--- src/design/cswt_pkg.sv ---
package cswt_pkg;
	// clock and time base
	localparam int CLK_NS = 100;
	localparam int TICK_NS = 100_000;
	localparam int TICK_CYC = TICK_NS / CLK_NS;
	// settle window after each on-time, a least time so rounded up
	localparam int WAKE_FILTER_WINDOW_NS = 16_000;
	localparam int WAKE_FILTER_WINDOW_CYC = (WAKE_FILTER_WINDOW_NS + CLK_NS - 1) / CLK_NS;

	// period choices in 0.1 ms ticks: 10/20/50/100/200 ms, 1 s, 2 s (code 7 repeats 2 s)
	localparam logic [14:0] PERIOD_TICKS [0:7] = '{15'h0064, 15'h00C8, 15'h01F4, 15'h03E8,
		15'h07D0, 15'h2710, 15'h4E20, 15'h4E20};
	// on-time choices in ticks: off-low, off-high, 0.1/0.3/1.0/10/20 ms, code 7 repeats 20 ms
	localparam logic [14:0] ONTIME_TICKS [0:7] = '{15'h0000, 15'h0000, 15'h0001, 15'h0003,
		15'h000A, 15'h0064, 15'h00C8, 15'h00C8};
	localparam logic [2:0] ON_OFF_LOW = 3'h0;
	localparam logic [2:0] ON_OFF_HIGH = 3'h1;
	localparam logic [2:0] ON_FIRST_RUN = 3'h2;

	// register offsets (byte addresses)
	localparam logic [7:0] OFF_FIRST_TIMER_SETUP = 8'h00;
	localparam logic [7:0] OFF_SECOND_TIMER_SETUP = 8'h04;
	localparam logic [7:0] OFF_HIGHSIDE_MAP_A = 8'h08;
	localparam logic [7:0] OFF_HIGHSIDE_MAP_B = 8'h0C;
	localparam logic [7:0] OFF_WAKE_SOURCE_ENABLE = 8'h10;
	localparam logic [7:0] OFF_WAKE_FLAGS_A = 8'h14;
	localparam logic [7:0] OFF_WAKE_FLAGS_B = 8'h18;
	localparam logic [7:0] OFF_WAKE_LEVEL_SNAPSHOT = 8'h1C;
	localparam logic [7:0] OFF_FAULT_STATUS = 8'h20;

	// field positions
	localparam int SETUP_PERIOD_LSB = 0;
	localparam int SETUP_ONTIME_LSB = 3;
	localparam int SRC_STATIC_LSB = 6;
	localparam int SRC_TIMER_WAKE_LSB = 9;
	localparam int STAT_SPI_FAIL_BIT = 0;
	localparam int STAT_HS_OFF_LSB = 4;

	// reset values
	localparam logic [5:0] SETUP_RESET = 6'h00;
	localparam logic [3:0] MAP_RESET = 4'h0;
	localparam logic [10:0] SRC_RESET = 11'h000;

	// highside source selection per switch
	localparam logic [1:0] HS_SRC_OFF = 2'h0;
	localparam logic [1:0] HS_SRC_ON = 2'h1;

	// device operating mode, driven by the mode controller
	typedef enum logic [1:0] {
		MODE_NORMAL = 2'b00,
		MODE_STOP = 2'b01,
		MODE_SLEEP = 2'b10,
		MODE_FAILSAFE = 2'b11
	} cswt_mode_t;

	// per-input settle filter
	typedef enum logic {
		FILT_IDLE = 1'b0,
		FILT_WAIT = 1'b1
	} cswt_filt_t;
endpackage : cswt_pkg

--- src/design/cswt_timers.sv ---
// Decided for this implementation: the address-and-strobe port and the register offsets.
`timescale 1ns/1ps
module cswt_timers #(
	parameter int NUM_WAKE = 3,
	parameter int NUM_HS = 4
) (
	// clock and reset
	input wire logic clk,
	input wire logic rst_n,
	// register port
	input wire logic [7:0] addr,
	input wire logic [15:0] wrData,
	input wire logic wrStb,
	input wire logic rdStb,
	output logic [15:0] rdData,
	// device context
	input wire cswt_pkg::cswt_mode_t mode,
	input wire logic sleepReq,
	input wire logic [2:0] wakeInput,
	input wire logic [3:0] hsFault,
	// outputs
	output logic [3:0] highsideSwitch,
	output logic intReq_n,
	output logic wakeRequest
);
	import cswt_pkg::*;

	// mode decode
	logic failSafe;
	logic awakeMode;
	assign failSafe = (mode == MODE_FAILSAFE);
	assign awakeMode = (mode == MODE_NORMAL) || (mode == MODE_STOP);

	// software registers
	logic [5:0] setup_reg [0:1]; // period and on-time per timer
	logic [3:0] mapA_reg; // switches 0 and 1
	logic [3:0] mapB_reg; // switches 2 and 3
	logic [10:0] src_reg; // wake sources
	logic [2:0] flagsA_reg; // per-input wake flags
	logic [1:0] flagsB_reg; // timer wake flags
	logic [2:0] snap_reg; // wake level snapshot
	logic spiFail_reg; // on-time longer than period
	logic [3:0] hsOff_reg; // switch shut by fault
	logic [7:0] hsMap;
	assign hsMap = {mapB_reg, mapA_reg};

	// shared 0.1 ms time base
	logic [9:0] pre_reg;
	logic tick;
	assign tick = (pre_reg == 10'(TICK_CYC - 1));
	always_ff @(posedge clk or negedge rst_n) begin
		if (!rst_n) begin
			pre_reg <= 10'h000;
		end else if (tick) begin
			pre_reg <= 10'h000;
		end else begin
			pre_reg <= pre_reg + 10'h001;
		end
	end

	// timer state
	logic [14:0] cnt_reg [0:1];
	logic [1:0] run_reg;
	logic [1:0] onPhase; // inside on-time
	logic [1:0] onStart; // this tick starts on-time
	logic [1:0] onEnd; // on-time finishes this tick
	logic [1:0] tmrLvl; // level to a mapped switch
	logic [1:0] tooLong; // on-time exceeds period
	logic [1:0] tmrWake;

	genvar t;
	generate
		for (t = 0; t < 2; t++) begin : gTimer
			logic [2:0] perSel;
			logic [2:0] onSel;
			logic [14:0] per;
			logic [14:0] onT;
			logic wrMe;
			assign perSel = setup_reg[t][SETUP_PERIOD_LSB +: 3];
			assign onSel = setup_reg[t][SETUP_ONTIME_LSB +: 3];
			assign per = PERIOD_TICKS[perSel];
			assign onT = ONTIME_TICKS[onSel];
			assign wrMe = wrStb && (addr == ((t == 0) ? OFF_FIRST_TIMER_SETUP : OFF_SECOND_TIMER_SETUP));

			// setup register, written by software
			always_ff @(posedge clk or negedge rst_n) begin
				if (!rst_n) begin
					setup_reg[t] <= SETUP_RESET;
				end else if (wrMe) begin
					setup_reg[t] <= wrData[5:0];
				end
			end

			// counter restarts at the on-time on every running write
			always_ff @(posedge clk or negedge rst_n) begin
				if (!rst_n) begin
					run_reg[t] <= 1'b0;
					cnt_reg[t] <= 15'h0000;
				end else if (failSafe) begin
					run_reg[t] <= 1'b0;
					cnt_reg[t] <= 15'h0000;
				end else if (wrMe) begin
					run_reg[t] <= (wrData[SETUP_ONTIME_LSB +: 3] >= ON_FIRST_RUN);
					cnt_reg[t] <= 15'h0000;
				end else if (run_reg[t] && tick) begin
					// no fault input stops it
					cnt_reg[t] <= (cnt_reg[t] >= per - 15'h0001) ? 15'h0000 : cnt_reg[t] + 15'h0001;
				end
			end

			assign onPhase[t] = run_reg[t] && (cnt_reg[t] < onT);
			assign onStart[t] = run_reg[t] && tick && (cnt_reg[t] >= per - 15'h0001);
			assign onEnd[t] = run_reg[t] && tick && (cnt_reg[t] == onT - 15'h0001);
			assign tmrLvl[t] = run_reg[t] ? onPhase[t] : (onSel == ON_OFF_HIGH);
			assign tooLong[t] = run_reg[t] && (onT > per);
			// first on-time is begun by the write itself, so no start event
			assign tmrWake[t] = onStart[t] && src_reg[SRC_TIMER_WAKE_LSB + t] && awakeMode;
		end
	endgenerate

	// wake input synchronisers and filtered level
	logic [2:0] sy1_reg;
	logic [2:0] sy2_reg;
	logic [2:0] sy3_reg;
	logic [2:0] lvl_reg; // accepted pin level
	logic [2:0] lvlPrev_reg;
	always_ff @(posedge clk or negedge rst_n) begin
		if (!rst_n) begin
			sy1_reg <= 3'h0;
			sy2_reg <= 3'h0;
			sy3_reg <= 3'h0;
			lvl_reg <= 3'h0;
			lvlPrev_reg <= 3'h0;
		end else begin
			sy1_reg <= wakeInput;
			sy2_reg <= sy1_reg;
			sy3_reg <= sy2_reg;
			lvl_reg <= (sy2_reg & sy3_reg) | (lvl_reg & (sy2_reg ^ sy3_reg));
			lvlPrev_reg <= lvl_reg;
		end
	end

	// cyclic sampling per wake input
	logic [2:0] cycOn; // input under cyclic sensing
	logic [2:0] sampDone; // stable sample accepted
	logic [2:0] smp_reg;
	logic [2:0] ref_reg;
	logic [2:0] refOk_reg;
	logic [2:0] cycEvt;
	logic [2:0] statEvt;
	genvar i;
	generate
		for (i = 0; i < NUM_WAKE; i++) begin : gWake
			cswt_filt_t st_reg;
			logic [7:0] fc_reg;
			logic [1:0] sel;
			logic endHit;
			assign sel = src_reg[2 * i +: 2];
			// fail-safe drops back to static sensing
			assign cycOn[i] = (sel != 2'h0) && !failSafe && run_reg[sel[1]];
			assign endHit = cycOn[i] && onEnd[sel[1]];
			assign sampDone[i] = (st_reg == FILT_WAIT) && (lvl_reg[i] == smp_reg[i]) &&
				(fc_reg == 8'(WAKE_FILTER_WINDOW_CYC - 1));
			assign cycEvt[i] = sampDone[i] && cycOn[i] && refOk_reg[i] && (smp_reg[i] != ref_reg[i]);
			assign statEvt[i] = !cycOn[i] && (src_reg[SRC_STATIC_LSB + i] || failSafe) &&
				(lvl_reg[i] != lvlPrev_reg[i]);

			// window starts at the on-time end and must see a steady level
			always_ff @(posedge clk or negedge rst_n) begin
				if (!rst_n) begin
					st_reg <= FILT_IDLE;
					fc_reg <= 8'h00;
					smp_reg[i] <= 1'b0;
					ref_reg[i] <= 1'b0;
					refOk_reg[i] <= 1'b0;
				end else if (!cycOn[i]) begin
					st_reg <= FILT_IDLE;
					refOk_reg[i] <= 1'b0;
				end else begin
					unique case (st_reg)
						FILT_IDLE: begin
							if (endHit) begin
								st_reg <= FILT_WAIT;
								fc_reg <= 8'h00;
								smp_reg[i] <= lvl_reg[i];
							end
						end
						FILT_WAIT: begin
							if (lvl_reg[i] != smp_reg[i]) begin
								st_reg <= FILT_IDLE; // transient, sample dropped
							end else if (sampDone[i]) begin
								st_reg <= FILT_IDLE;
								ref_reg[i] <= smp_reg[i]; // reference for next cycle
								refOk_reg[i] <= 1'b1;
							end else begin
								fc_reg <= fc_reg + 8'h01;
							end
						end
					endcase
				end
			end

			// snapshot follows samples while sensing in normal or stop, the pin otherwise
			always_ff @(posedge clk or negedge rst_n) begin
				if (!rst_n) begin
					snap_reg[i] <= 1'b0;
				end else if (cycOn[i] && awakeMode) begin
					if (sampDone[i]) begin
						snap_reg[i] <= smp_reg[i];
					end
				end else begin
					snap_reg[i] <= lvl_reg[i];
				end
			end
		end
	endgenerate

	// write strobes
	logic wrSrc;
	logic wrFlagsA;
	logic wrFlagsB;
	logic wrStat;
	assign wrSrc = wrStb && (addr == OFF_WAKE_SOURCE_ENABLE);
	assign wrFlagsA = wrStb && (addr == OFF_WAKE_FLAGS_A);
	assign wrFlagsB = wrStb && (addr == OFF_WAKE_FLAGS_B);
	assign wrStat = wrStb && (addr == OFF_FAULT_STATUS);

	// wake source and switch mapping registers
	always_ff @(posedge clk or negedge rst_n) begin
		if (!rst_n) begin
			src_reg <= SRC_RESET;
			mapA_reg <= MAP_RESET;
			mapB_reg <= MAP_RESET;
		end else begin
			if (wrSrc) begin
				src_reg <= wrData[10:0];
			end
			if (wrStb && addr == OFF_HIGHSIDE_MAP_A) begin
				mapA_reg <= wrData[3:0];
			end
			if (wrStb && addr == OFF_HIGHSIDE_MAP_B) begin
				mapB_reg <= wrData[3:0];
			end
		end
	end

	// wake flags, write one to clear, a new event wins
	logic [2:0] wkSet;
	assign wkSet = cycEvt | statEvt;
	always_ff @(posedge clk or negedge rst_n) begin
		if (!rst_n) begin
			flagsA_reg <= 3'h0;
			flagsB_reg <= 2'h0;
		end else begin
			flagsA_reg <= (flagsA_reg & ~(wrFlagsA ? wrData[2:0] : 3'h0)) | wkSet;
			flagsB_reg <= (flagsB_reg & ~(wrFlagsB ? wrData[1:0] : 2'h0)) | tmrWake;
		end
	end

	// failure flag, sticky until written with one
	always_ff @(posedge clk or negedge rst_n) begin
		if (!rst_n) begin
			spiFail_reg <= 1'b0;
		end else begin
			spiFail_reg <= (spiFail_reg && !(wrStat && wrData[STAT_SPI_FAIL_BIT])) || (|tooLong);
		end
	end

	// interrupt and wake request pulses
	always_ff @(posedge clk or negedge rst_n) begin
		if (!rst_n) begin
			intReq_n <= 1'b1;
			wakeRequest <= 1'b0;
		end else begin
			intReq_n <= !(awakeMode && ((|wkSet) || (|tmrWake)));
			// sleep with pending flags turns straight back
			wakeRequest <= ((|wkSet) && !awakeMode) ||
				(sleepReq && ((|flagsA_reg) || (|flagsB_reg)));
		end
	end

	// highside switches with fault shut-off
	genvar j;
	generate
		for (j = 0; j < NUM_HS; j++) begin : gHs
			logic [1:0] m;
			logic wrMap;
			assign m = hsMap[2 * j +: 2];
			assign wrMap = wrStb && (addr == ((j < 2) ? OFF_HIGHSIDE_MAP_A : OFF_HIGHSIDE_MAP_B));

			// fault latch, cleared by remapping the switch
			always_ff @(posedge clk or negedge rst_n) begin
				if (!rst_n) begin
					hsOff_reg[j] <= 1'b0;
				end else if (hsFault[j] && !failSafe && m != HS_SRC_OFF) begin
					hsOff_reg[j] <= 1'b1;
				end else if (wrMap) begin
					hsOff_reg[j] <= 1'b0;
				end
			end

			// driver level from its selected source
			always_ff @(posedge clk or negedge rst_n) begin
				if (!rst_n) begin
					highsideSwitch[j] <= 1'b0;
				end else if (failSafe || hsOff_reg[j]) begin
					highsideSwitch[j] <= 1'b0;
				end else if (m == HS_SRC_OFF) begin
					highsideSwitch[j] <= 1'b0;
				end else if (m == HS_SRC_ON) begin
					highsideSwitch[j] <= 1'b1;
				end else begin
					highsideSwitch[j] <= tmrLvl[m[0]];
				end
			end
		end
	endgenerate

	// read port, data one cycle after the strobe
	always_ff @(posedge clk or negedge rst_n) begin
		if (!rst_n) begin
			rdData <= 16'h0000;
		end else if (rdStb) begin
			case (addr)
				OFF_FIRST_TIMER_SETUP: rdData <= {10'h000, setup_reg[0]};
				OFF_SECOND_TIMER_SETUP: rdData <= {10'h000, setup_reg[1]};
				OFF_HIGHSIDE_MAP_A: rdData <= {12'h000, mapA_reg};
				OFF_HIGHSIDE_MAP_B: rdData <= {12'h000, mapB_reg};
				OFF_WAKE_SOURCE_ENABLE: rdData <= {5'h00, src_reg};
				OFF_WAKE_FLAGS_A: rdData <= {13'h0000, flagsA_reg};
				OFF_WAKE_FLAGS_B: rdData <= {14'h0000, flagsB_reg};
				OFF_WAKE_LEVEL_SNAPSHOT: rdData <= {13'h0000, snap_reg};
				// fault shut-off [7:4], running [3:2], failure flag [0]
				OFF_FAULT_STATUS: rdData <= {8'h00, hsOff_reg, run_reg, 1'b0, spiFail_reg};
				default: rdData <= 16'h0000; // unmapped reads zero
			endcase
		end else begin
			rdData <= 16'h0000;
		end
	end
endmodule : cswt_timers

--- config.mk ---
export PLATFORM = sky130hd
export DESIGN_NAME = cswt_timers
export DESIGN_NICKNAME = d
export VERILOG_FILES = /design/src/design/cswt_pkg.sv /design/src/design/cswt_timers.sv
export SDC_FILE = /design/constraint.sdc
export NUM_CORES = 1
export LEC_CHECK = 0
export ABC_AREA = 1
export BUFFER_PORTS_ARGS = -buffer_cell sky130_fd_sc_hd__buf_2
export CAP_MARGIN = 10
export CORE_MARGIN = 2
export CORE_UTILIZATION = 67
export DETAILED_ROUTE_END_ITERATION = 10
export PLACE_DENSITY = 0.87
export SLEW_MARGIN = 20
export SYNTH_ARGS = -nofsm -noshare
export SYNTH_HDL_FRONTEND = slang
export SYNTH_SLANG_ARGS = --single-unit
export TNS_END_PERCENT = 30
--- constraint.sdc ---
create_clock -name clk -period 4.1 [get_ports clk]
set_input_delay 0.41 -clock clk [delete_from_list [all_inputs] [get_ports clk]]
set_output_delay 0.41 -clock clk [all_outputs]
set_load 0.05 [all_outputs]
* After elaboration in Yosys (flattened, before gate mapping)
Memory sizes are Yosys's and may differ from the RTL's.
Cells that the tools add are included.
** Operators by class
- $add $sub $neg :: 10
- Order comparisons :: 18
- Eq/ne operators :: 55
- Muxes and demuxes :: 110
- Bitwise operators :: 21
- Reduce and logical (&&, ||, !) cells :: 125
** Operators with widths (number)
- 2-to-1 mux 15 bit :: 16
- case mux 11 bit (9 select lines) :: 1
- 2-to-1 mux 1 bit :: 74
- 2-to-1 mux 8 bit :: 9
- logical AND 1 bit :: 68
- subtractor 15 x 1 -> 15 bit, second input constant :: 4
- case mux 8 bit (2 select lines) :: 3
- equality test 8 x 5 -> 1 bit, second input constant :: 4
- adder 15 x 1 -> 15 bit, second input constant :: 2
- equality test 15 bit :: 2
- >= comparator 15 bit :: 2
- > comparator 15 bit :: 2
- less-than comparator 15 bit :: 2
- != test 2 bit, second input constant :: 15
- nonzero test 2 bit :: 13
- adder 8 x 1 -> 8 bit, second input constant :: 3
- equality test 8 bit, second input constant :: 3
- AND reduction 4 bit :: 6
- AND reduction 3 bit :: 6
- equality test 8 x 4 -> 1 bit, second input constant :: 2
- >= comparator 4 bit, second input constant :: 4
- 2-to-1 mux 16 bit :: 1
- inverter 3 -> 4 bit :: 4
- less-than comparator 1 x 2 -> 1 bit, second input constant :: 7
- 30 further kinds :: 86
** Word-level totals
- Flip-flop bits (word level) :: 159
- Bits in read-only memories :: 480
- Output and inout port bits :: 22
- Logic and storage cells :: 390
- Memories :: 4
** Memories
- (no name shown) :: depth 8, width 15, read ports 1, clocked after memory_dff 0, write ports 0, RTL line cswt_timers.sv:82 : assign onT = ONTIME_TICKS[onSel];
- (no name shown) :: depth 8, width 15, read ports 1, clocked after memory_dff 0, write ports 0, RTL line cswt_timers.sv:81 : assign per = PERIOD_TICKS[perSel];
- (no name shown) :: depth 8, width 15, read ports 1, clocked after memory_dff 0, write ports 0, RTL line cswt_timers.sv:82
- (no name shown) :: depth 8, width 15, read ports 1, clocked after memory_dff 0, write ports 0, RTL line cswt_timers.sv:81

* Depth between registers and ports, before layout
Gate-level depths: netlist (run 1).
- Depth after elaboration :: 13
- Depth in mapped cells :: 20
- Depth with buffers taken out :: 20

* Least setup slack after synthesis (run 1)
No wires, ideal clock.
- Path kind :: reg-to-reg
- Start point :: reg setup_reg (netlist bit gTimer[0].perSel[1])
- End point :: reg cnt_reg[28] (netlist name)
- Library setup time :: 0.076 ns
- Arrival :: 2.203 ns
- Path slack :: 1.821 ns
- Stages on the path, launching flop included :: 12
- Clock period less this slack :: 2.279 ns
- Cell sequence :: dfrtp_1 inv_1 ha_1 o31ai_1 ha_1 nand2_1 o21ai_0 a21oi_1 nand3_1 nor2_2 inv_2 o21ai_1
** Between the ends
- Word-level cells in the longest chain between the ends :: 10
** Ends and longest elaborated chain
- start: declaration :: RTL line cswt_timers.sv:35 : logic [5:0] setup_reg [0:1];
- start signal: indexed assignment :: RTL line cswt_timers.sv:90 : setup_reg[t] <= wrData[5:0];
- inverter 3 -> 4 bit (not written as such) :: RTL line cswt_timers.sv:81
- memory read (8 x 15 bit)
- 2-to-1 mux 15 bit (not written as such) (2 in series) :: RTL line cswt_timers.sv:81
- subtractor 15 x 1 -> 15 bit :: RTL line cswt_timers.sv:107 : cnt_reg[t] <= (cnt_reg[t] >= per - 15'h0001) ? 15'h0000 : cnt_reg[t] + 15'h0001;
- >= comparator 15 bit :: RTL line cswt_timers.sv:107
- 2-to-1 mux 15 bit :: RTL line cswt_timers.sv:107
- 2-to-1 mux 15 bit :: RTL line cswt_timers.sv:105 : end else if (run_reg[t] && tick) begin
- 2-to-1 mux 15 bit :: RTL line cswt_timers.sv:102 : end else if (wrMe) begin
- 2-to-1 mux 15 bit :: RTL line cswt_timers.sv:99 : end else if (failSafe) begin
- end signal: indexed assignment :: RTL line cswt_timers.sv:107
- end: declaration :: RTL line cswt_timers.sv:62 : logic [14:0] cnt_reg [0:1];
No other way between the ends. The select of a mux whose other input is x is not followed.
A chain may end at the register's enable or synchronous reset.

* Worst setup path after layout (run 1)
- Start point :: reg setup_reg (netlist bit gTimer[0].onSel[2])
- End point :: reg gWake[0].fc_reg[3]
** Between the ends
- Word-level cells in the longest chain between the ends :: 12
** Ends and longest elaborated chain
- inverter 3 -> 4 bit (not written as such) :: RTL line cswt_timers.sv:82
- memory read (8 x 15 bit)
- 2-to-1 mux 15 bit (not written as such) (2 in series) :: RTL line cswt_timers.sv:82
- subtractor 15 x 1 -> 15 bit :: RTL line cswt_timers.sv:113 : assign onEnd[t] = run_reg[t] && tick && (cnt_reg[t] == onT - 15'h0001);
- equality test 15 bit :: RTL line cswt_timers.sv:113
- logical AND 1 bit :: RTL line cswt_timers.sv:113
- 2-to-1 mux 1 bit (not written as such) (2 in series) :: RTL line cswt_timers.sv:161 : assign endHit = cycOn[i] && onEnd[sel[1]];
- logical AND 1 bit :: RTL line cswt_timers.sv:161
- != test 2 bit (no source line)
- AND reduction 4 bit (no source line)
- end signal: assignment :: RTL line cswt_timers.sv:196 : fc_reg <= fc_reg + 8'h01;
- end: declaration :: RTL line cswt_timers.sv:155 : logic [7:0] fc_reg;
No other way between the ends. The select of a mux whose other input is x is not followed.

==> results of run 1 <==
## synth_stat cells, types with 3 or more instances
cell,instances,area [um^2]
xor2_1,27,236
o211ai_1,8,60.1
dfrtp_1,153,3830
buf_2,6,30.0
clkbuf_1,5,18.8
nand3_2,3,30.0
nand3_1,90,450
inv_1,147,552
nor3_1,23,115
a21o_1,6,45.0
xnor2_1,11,96.3
nor2_2,12,75.1
o21ai_0,79,395
inv_2,18,67.6
nor4_1,6,37.5
o21a_1,4,30.0
a31oi_1,5,31.3
a31o_2,4,35.0
nor2_1,128,480
a21oi_1,55,275
o21ai_1,20,100
buf_4,7,52.6
nand4_1,21,131
nand2_2,8,50.1
nand2_1,327,1230
ha_1,65,813
o21bai_1,3,22.5
nor3b_1,7,52.6
o22ai_1,9,56.3
nand2_4,6,67.6
## critical path: stages (launching register included)
cell	delay, ps
dfrtp_1	520
nor2_2	340
nor2_1	130
nand2_1	110
ha_1	260
nand2_1	170
inv_1	100
nand3_1	60
nand2_1	80
nand2_1	50
nor2_1	90
nand3_1	230
nand2_1	170
nand3_2	130
nand2_4	150
nand2_4	100
nand2_1	90
nand2_1	50
## metal layers
layer	track usage [%]	up-vias	share of wire, %
li1	-	4325	-
met1	43.9	4219	42
met2	51.0	421	47
met3	7.09	71	8.2
met4	12.1	0	2.9
met5	0	-	0
## worst max-delay path by stage
stage	from	end	slack, ps	depth (start not counted)
after global routing	gTimer[0].onSel[2]	gWake[1].fc_reg[0]	890	17
after floorplan	gTimer[0].perSel[1]	cnt_reg[28]	1820	11
after CTS	gTimer[0].onSel[2]	gWake[0].fc_reg[3]	1180	17
final	gTimer[0].onSel[2]	gWake[0].fc_reg[3]	1140	17
after detailed placement	gTimer[0].onSel[2]	gWake[0].fc_reg[5]	1200	17
after global placement	gTimer[0].onSel[2]	gWake[0].fc_reg[6]	1280	17
## power groups by stage
| stage | clock, mW | combinational (mW) | sequential [mW] |
|---|---|---|---|
| after floorplan | 0 | 0.305 | 1.64 |
| after global placement | 0 | 0.435 | 1.64 |
| after detailed placement | 0 | 0.447 | 1.65 |
| after CTS | 1.52 | 0.454 | 1.62 |
| after global routing | 1.59 | 0.519 | 1.63 |
| final | 1.51 | 0.460 | 1.62 |
## metrics by stage
stage	power [mW]	hold WS, ps	std cells	setup slack, ps	area (um^2)
6_report	3.59	22.6	1538	1140	10700
2_1_floorplan	1.94	114	1293	1820	9710
4_1_cts	3.59	50.0	1538	1180	10700
3_3_place_gp	2.08	331	1506	1280	10100
3_5_place_dp	2.09	335	1506	1200	10100
5_1_grt	3.74	65.3	1538	891	10700
## area by class of cell
class                      count  area [um^2]  area share, %
sequential                   154         3850           36.2
timing repair buffer          52          274           2.57
tap                          180          225           2.11
multi-input combinational    953         5120           48.0
clock inverter                14          131           1.23
clock buffer                  18          429           4.03
inverter                     167          629           5.90
## cells by family after synthesis
logic type	Yosys count
AND/OR/NAND/NOR	638
AO/OA/AOI/OAI	203
buffers and inverters	186
adder cells (fa/ha/maj)	65
flip-flops	154
XOR/XNOR	38
other	2
multiplexers	2
==> metrics, run 1 <==
outcome finished clean; clock latency on the worst-skew pair 440 ps; multiplexer share of the synthesized area 0.232%; total number of vias 9036; share of layout cells above drive strength 1 a little over a tenth; Final min period 2960 ps; RR Startpoint gTimer[0].onSel[2]; DRT iter0 DRCs 860; logic gate share of total power 12.8%; Int Pwr 2.51 mW; Final Max Slew Viols 0; Post-DRT Antenna Nets 0; simple-gate area share of the yosys netlist 28.8%; cts hold-fix bufs 0; largest family of logic cells by synthesized area simple AND/OR/NAND/NOR gates; net switching fraction of the power between 30% and 40%; unrepaired setup endpoints after global routing no; hold crit path type in2async; commonest non-fill, non-tap cell in the layout nand2_1; initial antenna violation count 0; Reg2Reg Depth 17; clock share of power 42.1%; Initial Util ~69%; CTS max path bufs 2; FFs w/ async S/R, synth 100%; # rows 43; PortBufs 49; top_reg_cell synth dfrtp_1; first-pass GRT wire length 40700 um; final WL roughly 24000 um; number of H-tree levels 4; IO Pins 60; Avg Cell Area, Syn between 7 and 8 um^2; post-synthesis adder-cell area fraction under 10%; Diodes inserted 0; fill cell count 1006; mapped cell area 9690 um^2; final-report setup violation count 0; post-CTS sizing 0; xor/xnor cell area share of the yosys netlist 3.43%; headroom to the max-slew limit 38.1%; largest net degree at the start of global routing 86; Pre-antenna DRT Iters 5; Post-DP HPWL between 15000 and 20000 um; setup TNS 0 ps; post-synthesis compound-gate area fraction 11.7%; synth warn 0; Die ar. 15400 um^2; Synth Instances 1288; Crit Path Class reg2reg; number of synthesized flops with an enable pin 0; PwrDens around 340 nW/um^2; area of the core 14000 um^2; grt total ovfl 0; Die Span Y 124 um; Overall Global Routing Usage 32.3%; Sw Pwr 1.09 mW; Max FO, Critical Path 9; Clock Skews 7.61 ps; synth unique cells a little over 50; Leakage around 5.4 nW; Final #Nets 1448; clock sink count 154; Worst R2R End gWake[0].fc_reg[3]; post-synthesis sequential area ratio ~40%; post-route clock period utilization 72.1%; routed len/inst 15.8 um; most frequent cells in the layout nand2_1 (327), dfrtp_1 (153), inv_1 (147); vias in the first global route 8512; number of flip-flops in the largest register 30; root buf cell clkbuf_16; CTS Buf Count 17; Worst EP arrival ~3300 ps; FF+latch count, synth 154; critical path launch point type register; CTS tree done; Crit path required time ~4400 ps; Seq pwr share a little under half; Final Hold Viols 0; Die X 124 um; Achievable Freq about 340 MHz; gpl congestion around 0.94; # DRC 0; Area growth syn-to-layout 9.96%; Via density 5.88; Max Cap Viol 0; worst vdd ir 0.360 mV; worst-margin pin slew 919 ps; Post CTS Setup Buffer Count 0; Final Core Density 76.2%; R2R Setup Slk 1140 ps; Worst-path clk slew 70 ps; Worst Setup End Kind register
(Power assumes the default switching activity.)
==> inputs of run 2 (changes only) <==
CORE_UTILIZATION = 56   (was 67)
PLACE_DENSITY = 0.77   (was 0.87)
clock period = 2.5 ns   (was 4.1 ns; I/O delays follow)
==> run 2 against run 1 <==
Worst hold slack gained 19 ps. Setup slack worse by 1100 ps. Clock skew up 2.3 ps. Largest power group is now the clock network. Wire length increased by 8.4%.
==> metrics, run 2 (synthesized netlist as in run 1, its figures left out) <==
Die X 136 um; Final Power 6.37 mW; Crit path top cell by count nand3_1; Worst Setup End Kind register; placed inst area 10600 um^2; clock sink count 154; crit path max-delay cell type dfrtp_1; DP Worst Slack -85.6 ps; routed len/inst 16.0 um; Crit Path Class reg2reg; clock latency on the worst-skew pair 440 ps; unrepaired setup endpoints after global routing yes; setup TNS 0 ps; Final min period 2430 ps; Die ar. 18400 um^2; critical path launch point type register; root buf cell clkbuf_16; hold crit path type in2reg; total number of vias 9381; Overall Global Routing Usage 28.8%; Post-DP HPWL 18800 um; Worst EP arrival 2780 ps; vias in the first global route 8789; PwrDens 551 nW/um^2; layer with the highest usage met2; outcome finished clean; headroom to the max-slew limit 56.5%; final setup margin 65.8 ps; first-pass GRT wire length about 42000 um; Final #Nets 1516; DRT iter0 DRCs roughly 870; initial antenna violation count 0; Crit path required time 2840 ps; Initial Util 56.6%; Final Hold Viols 0; Via density 5.68; met1 global-route usage 37.6%; Clock Skews 9.95 ps; CTS Buf Count 17; Area growth syn-to-layout 19.3%; share of layout cells above drive strength 1 17.3%; commonest non-fill, non-tap cell in the layout nand2_1; Setup crit start gTimer[1].onSel[1]; crit-path cells inv_2, buf_4, nand3_1, ha_1, a21oi_1, o21ai_0, nand4_1, nand3_1, nand3_1, nand2_1, nand3_1, nand2_1, a21oi_1; Pre-antenna DRT Iters 8; Final Max Slew Viols 0; CTS tree done; final-report setup violation count 0; met3 GRT Util 5.50%; Leakage 5.80 nW; number of flip-flops in the largest register 30; Worst-path clk slew about 70 ps; # rows 48; Achievable Freq 411 MHz; CP max stage delay approximately 400 ps; gpl congestion 0.982; # DRC 0; worst-margin pin slew 647 ps; number of H-tree levels 4; worst vdd ir ~0.47 mV; Max FO, Critical Path 6; IO Pins 60; PortBufs 49; area of the core ~17000 um^2; final WL between 20000 and 30000 um; Diodes inserted 0; post-route clock period utilization 97.4%; GR Util met2 47.4%; Max Cap Viol 0; hold_sp wrData[6]; Die Span Y ~140 um; post-route cell area about 12000 um^2; grt total ovfl 0; Post-DRT Antenna Nets 0; largest net degree at the start of global routing 55; CTS max path bufs 2; RR Startpoint gTimer[1].onSel[1]; most frequent cells in the layout nand2_1 (312), dfrtp_1 (149), inv_1 (144)
-- run 2: timing repair --
item	CTS	global route
resized for setup	8	52
endpoints found under the hold margin	54	0
setup buffers	1	11
hold buffers	4	0
pin swaps	2	29
endpoints found under the setup margin	39	48
-- run 2: final timing paths --
check / endpoint / slack (ps) / depth (start not counted)
max in group asynchronous: pre_reg[8] / 1410 / 3
min reg2reg: sy2_reg[2] / 360 / 0
min: src_reg[6] / 40 / 2
max reg2reg: highsideSwitch[2] / 70 / 13
max: highsideSwitch[2] / 70 / 13
min in group asynchronous: cnt_reg[5] / 350 / 2
-- run 2: through the flow --
| step | hold WS (ps) | util (%) | instances |
|---|---|---|---|
| 2_1_floorplan | -45.6 | - | 1293 |
| 3_3_place_gp | 247 | 61.9 | 1603 |
| 3_5_place_dp | 252 | 61.9 | 1603 |
| 4_1_cts | 40.7 | 66.0 | 1640 |
| 5_1_grt | 57.7 | 67.6 | 1651 |
| 6_report | 41.7 | 67.6 | 1651 |
-- run 2: area by class of cell --
type	count	area, um^2
Clock buffer	18	439
Clock inverter	14	183
Fill cell	1387	5550
Inverter	167	629
Multi-Input combinational cell	953	5320
Sequential cell	154	3860
Tap cell	225	282
Timing Repair Buffer	120	852
-- run 2: per-layer routing --
metal  part of all wire [%]  vias to the layer above
met4                    3.3                        0
li1                       -                     4461
met5                      0                        -
met3                    7.6                       90
met1                     42                     4428
met2                     47                      402
-- run 2: power by group --
part           leakage (nW)  switching, mW  internal, mW
clock network         0.306           1.15          1.62
logic                  3.55          0.595         0.349
registers              1.95         0.0765          2.57
total                  5.80           1.82          4.54
-- run 2: critical path: cells and delay by family, from the launching register on --
kind	cells	cell delay, ps
AOI/OAI and AO/OA	3	430
adders and majority gates	1	400
buffers and inverters	2	240
DFF	1	400
and+or+nand+nor	7	890
==> inputs of run 3 (changes only) <==
ABC_AREA = default   (was 1)
==> run 3 against run 2 <==
Critical path type unchanged. Critical endpoint is now gWake[1].fc_reg[0]. The flow now finishes with violations (setup timing). Setup slack lost 520 ps. Cell count shrank 8.6%. First-iteration DRC count grew 24%.
==> metrics, run 3 <==
outcome finished, violations left; failing checks setup timing; Die ar. ~19000 um^2; Synth Instances 1079; grt total ovfl 0; number of H-tree levels 4; crit path max-delay cell type or4_4; # DRC 0; final setup margin -451 ps; hold crit path type in2reg; critical path launch point type register; area share of the largest cell type after synthesis ~39%; fill cell count 1138; most frequent cells in the layout dfrtp_1 (151), buf_4 (148), nand2_1 (92); Area growth syn-to-layout 30.1%; Post-DRT Antenna Nets 0; Diodes inserted 0; Overall Global Routing Usage about a third; Avg Cell Area, Syn 9.16 um^2; Final Max Slew Viols 0; synth warn 0; placed inst area approximately 11000 um^2; area of the multi-input gates 6290 um^2; Int Pwr roughly 4.5 mW; Max Cap Viol 0; Max FO, Critical Path 4; Worst EP arrival 3270 ps; routed len/inst 20.3 um; CTS tree done; leading cell types by total area after synthesis dfrtp_1 (39%), ha_1 (8.2%), mux2_2 (4.4%), nand2_1 (3.7%), o21ai_0 (3.5%); Post-DP HPWL between 20000 and 25000 um; root buf cell clkbuf_16; Worst Setup End Kind register; headroom to the max-slew limit 60.0%; CP bufs+invs 0; CTS Buf Count 17; clock share of power 44.9%; Final Core Density 74.4%; # rows 48; PortBufs 49; clock latency on the worst-skew pair 430 ps; vias in the first global route 9340; final-report setup violation count 47; Die Span Y 137 um; Pre-antenna DRT Iters 6; area of the core between 15000 and 20000 um^2; synth cell count leaders dfrtp_1 (153), nand2_1 (98), nor2_1 (79); Sw Pwr 1.64 mW; Final #Nets 1375; post-route cell area 12900 um^2; Achievable Freq around 340 MHz; final WL 30600 um; Final min period 2950 ps; clock sink count 154; PwrDens 479 nW/um^2; CTS max path bufs 2; top-count cell post-synth dfrtp_1; Crit path required time about 2800 ps; Crit Path Class reg2reg; number of synthesized flops with an enable pin 0; post-route clock period utilization 118%; crit-path cells nand2_1, nor2_1, a21oi_2, ha_4, xnor2_2, nor3_2, o2111ai_2, or4_4, nor4b_4, or3_4, mux2_4; worst-margin pin slew between 500 and 600 ps; FFs w/ async S/R, synth 100%; net switching fraction of the power approximately a quarter; unrepaired setup endpoints after global routing yes; FF/Latch Area 3860 um^2; CP max stage delay about 610 ps; commonest non-fill, non-tap cell in the layout dfrtp_1; Worst-path clk slew 60 ps; largest net degree at the start of global routing 62; share of layout cells above drive strength 1 31.2%; worst vdd ir 0.540 mV; IO Pins 60; post-synthesis sequential area ratio 39.0%; delay-heaviest family, CP simple AND/OR/NAND/NOR gates; Die X 137 um; number of flip-flops in the largest register 30; first-pass GRT wire length between 40000 and 50000 um; mapped cell area 9890 um^2; initial antenna violation count 0; total number of vias 9649; gpl congestion roughly 0.95; FF+latch count, synth 154; cell type with the largest total area after synthesis dfrtp_1; Initial Util a little under three fifths; DRT iter0 DRCs around 1100; Seq pwr share a little over two fifths; Leakage 5.90 nW; synth unique cells 79; Final Hold Viols 0; Clock Skews 9.81 ps; logic gate share of total power 11.9%; Via density 6.39; top_reg_cell synth dfrtp_1
## run 3: changes by cell type after synthesis, sizes merged, moves of 15 or more
cell and delta:
nor2 -62, a22oi +15, nand2b +20, nand2 -242
clkbuf +34, mux2 +39, inv -120, xor2 -15
o21ai -29, nand3 -53, and3 +33, nor2b +17
## run 3: power by group through the flow
| stage | combinational (mW) | sequential, mW | clock [mW] |
|---|---|---|---|
| final | 0.731 | 2.67 | 2.76 |
| after global routing | 0.796 | 2.67 | 2.89 |
| after CTS | 0.679 | 2.66 | 2.77 |
| after detailed placement | 0.630 | 2.70 | 0 |
| after global placement | 0.610 | 2.70 | 0 |
| after floorplan | 0.338 | 2.69 | 0 |
## run 3: layout make-up
class | instances | area share [%]
Tap cell | 225 | 2.19
Inverter | 48 | 1.44
Timing Repair Buffer | 220 | 12.7
Clock buffer | 20 | 3.55
Multi-Input combinational cell | 831 | 48.9
Clock inverter | 11 | 1.25
Sequential cell | 154 | 30.0
## run 3: final timing paths
| kind | depth (start not counted) | slack, ps | endpoint | startpoint |
|---|---|---|---|---|
| max reg2reg | 11 | -450 | gWake[1].fc_reg[0] | gTimer[1].onSel[0] |
| max in group asynchronous | 3 | 1390 | intReq_n | rst_n |
| max | 11 | -450 | gWake[1].fc_reg[0] | gTimer[1].onSel[0] |
| min reg2reg | 0 | 350 | sy2_reg[2] | sy1_reg[2] |
| min | 2 | 60 | src_reg[7] | wrData[7] |
| min in group asynchronous | 2 | 310 | cnt_reg[28] | rst_n |
## run 3: per-layer routing
layer	wire (um)	GRT usage [%]
met2	15000	54.1
met3	2360	5.96
met1	12000	41.3
met5	0	0
met4	1280	13.0
## run 3: cells by family (layout without fill, tap and decap cells)
logic type / after synthesis / in the layout / share of synthesized area, %
other cells: 2 / 7 / 0.0760
mux: 53 / 53 / 5.88
fa+ha+maj: 65 / 65 / 8.23
xor+xnor: 31 / 31 / 2.75
buf+inv: 99 / 299 / 4.06
simple gates: 400 / 400 / 21.8
compound gates: 275 / 275 / 18.2
flops: 154 / 154 / 39.0
## run 3: worst register-to-register path, delay by kind of cell, from the launching register on
family                   cells  cell delay [ps]
AND/OR/NAND/NOR              6             1400
multiplexers                 1              290
XOR/XNOR                     1              130
flip-flops                   1              420
AO/OA/AOI/OAI                2              360
adder cells (fa/ha/maj)      1              230
## run 3: metrics by stage
stage,std cells,power (mW),setup TNS (ps),hold WS [ps],worst slack (ps)
finish,1509,6.16,-13500,63.0,-451
global route,1509,6.36,-19510,62.8,-551
CTS,1497,6.11,-10080,60.0,-398
detailed placement,1451,3.33,-16650,213,-553
global placement,1451,3.31,-10450,212,-388
floorplan,1084,3.03,-14450,-45.6,-589
## run 3: timing repair
action	in CTS	in global routing
setup endpoints to repair	60	67
hold buffers	4	0
cloned	0	2
gates resized for setup	76	80
buffers inserted	11	11
pin swaps	31	46
hold endpoints to repair	47	0
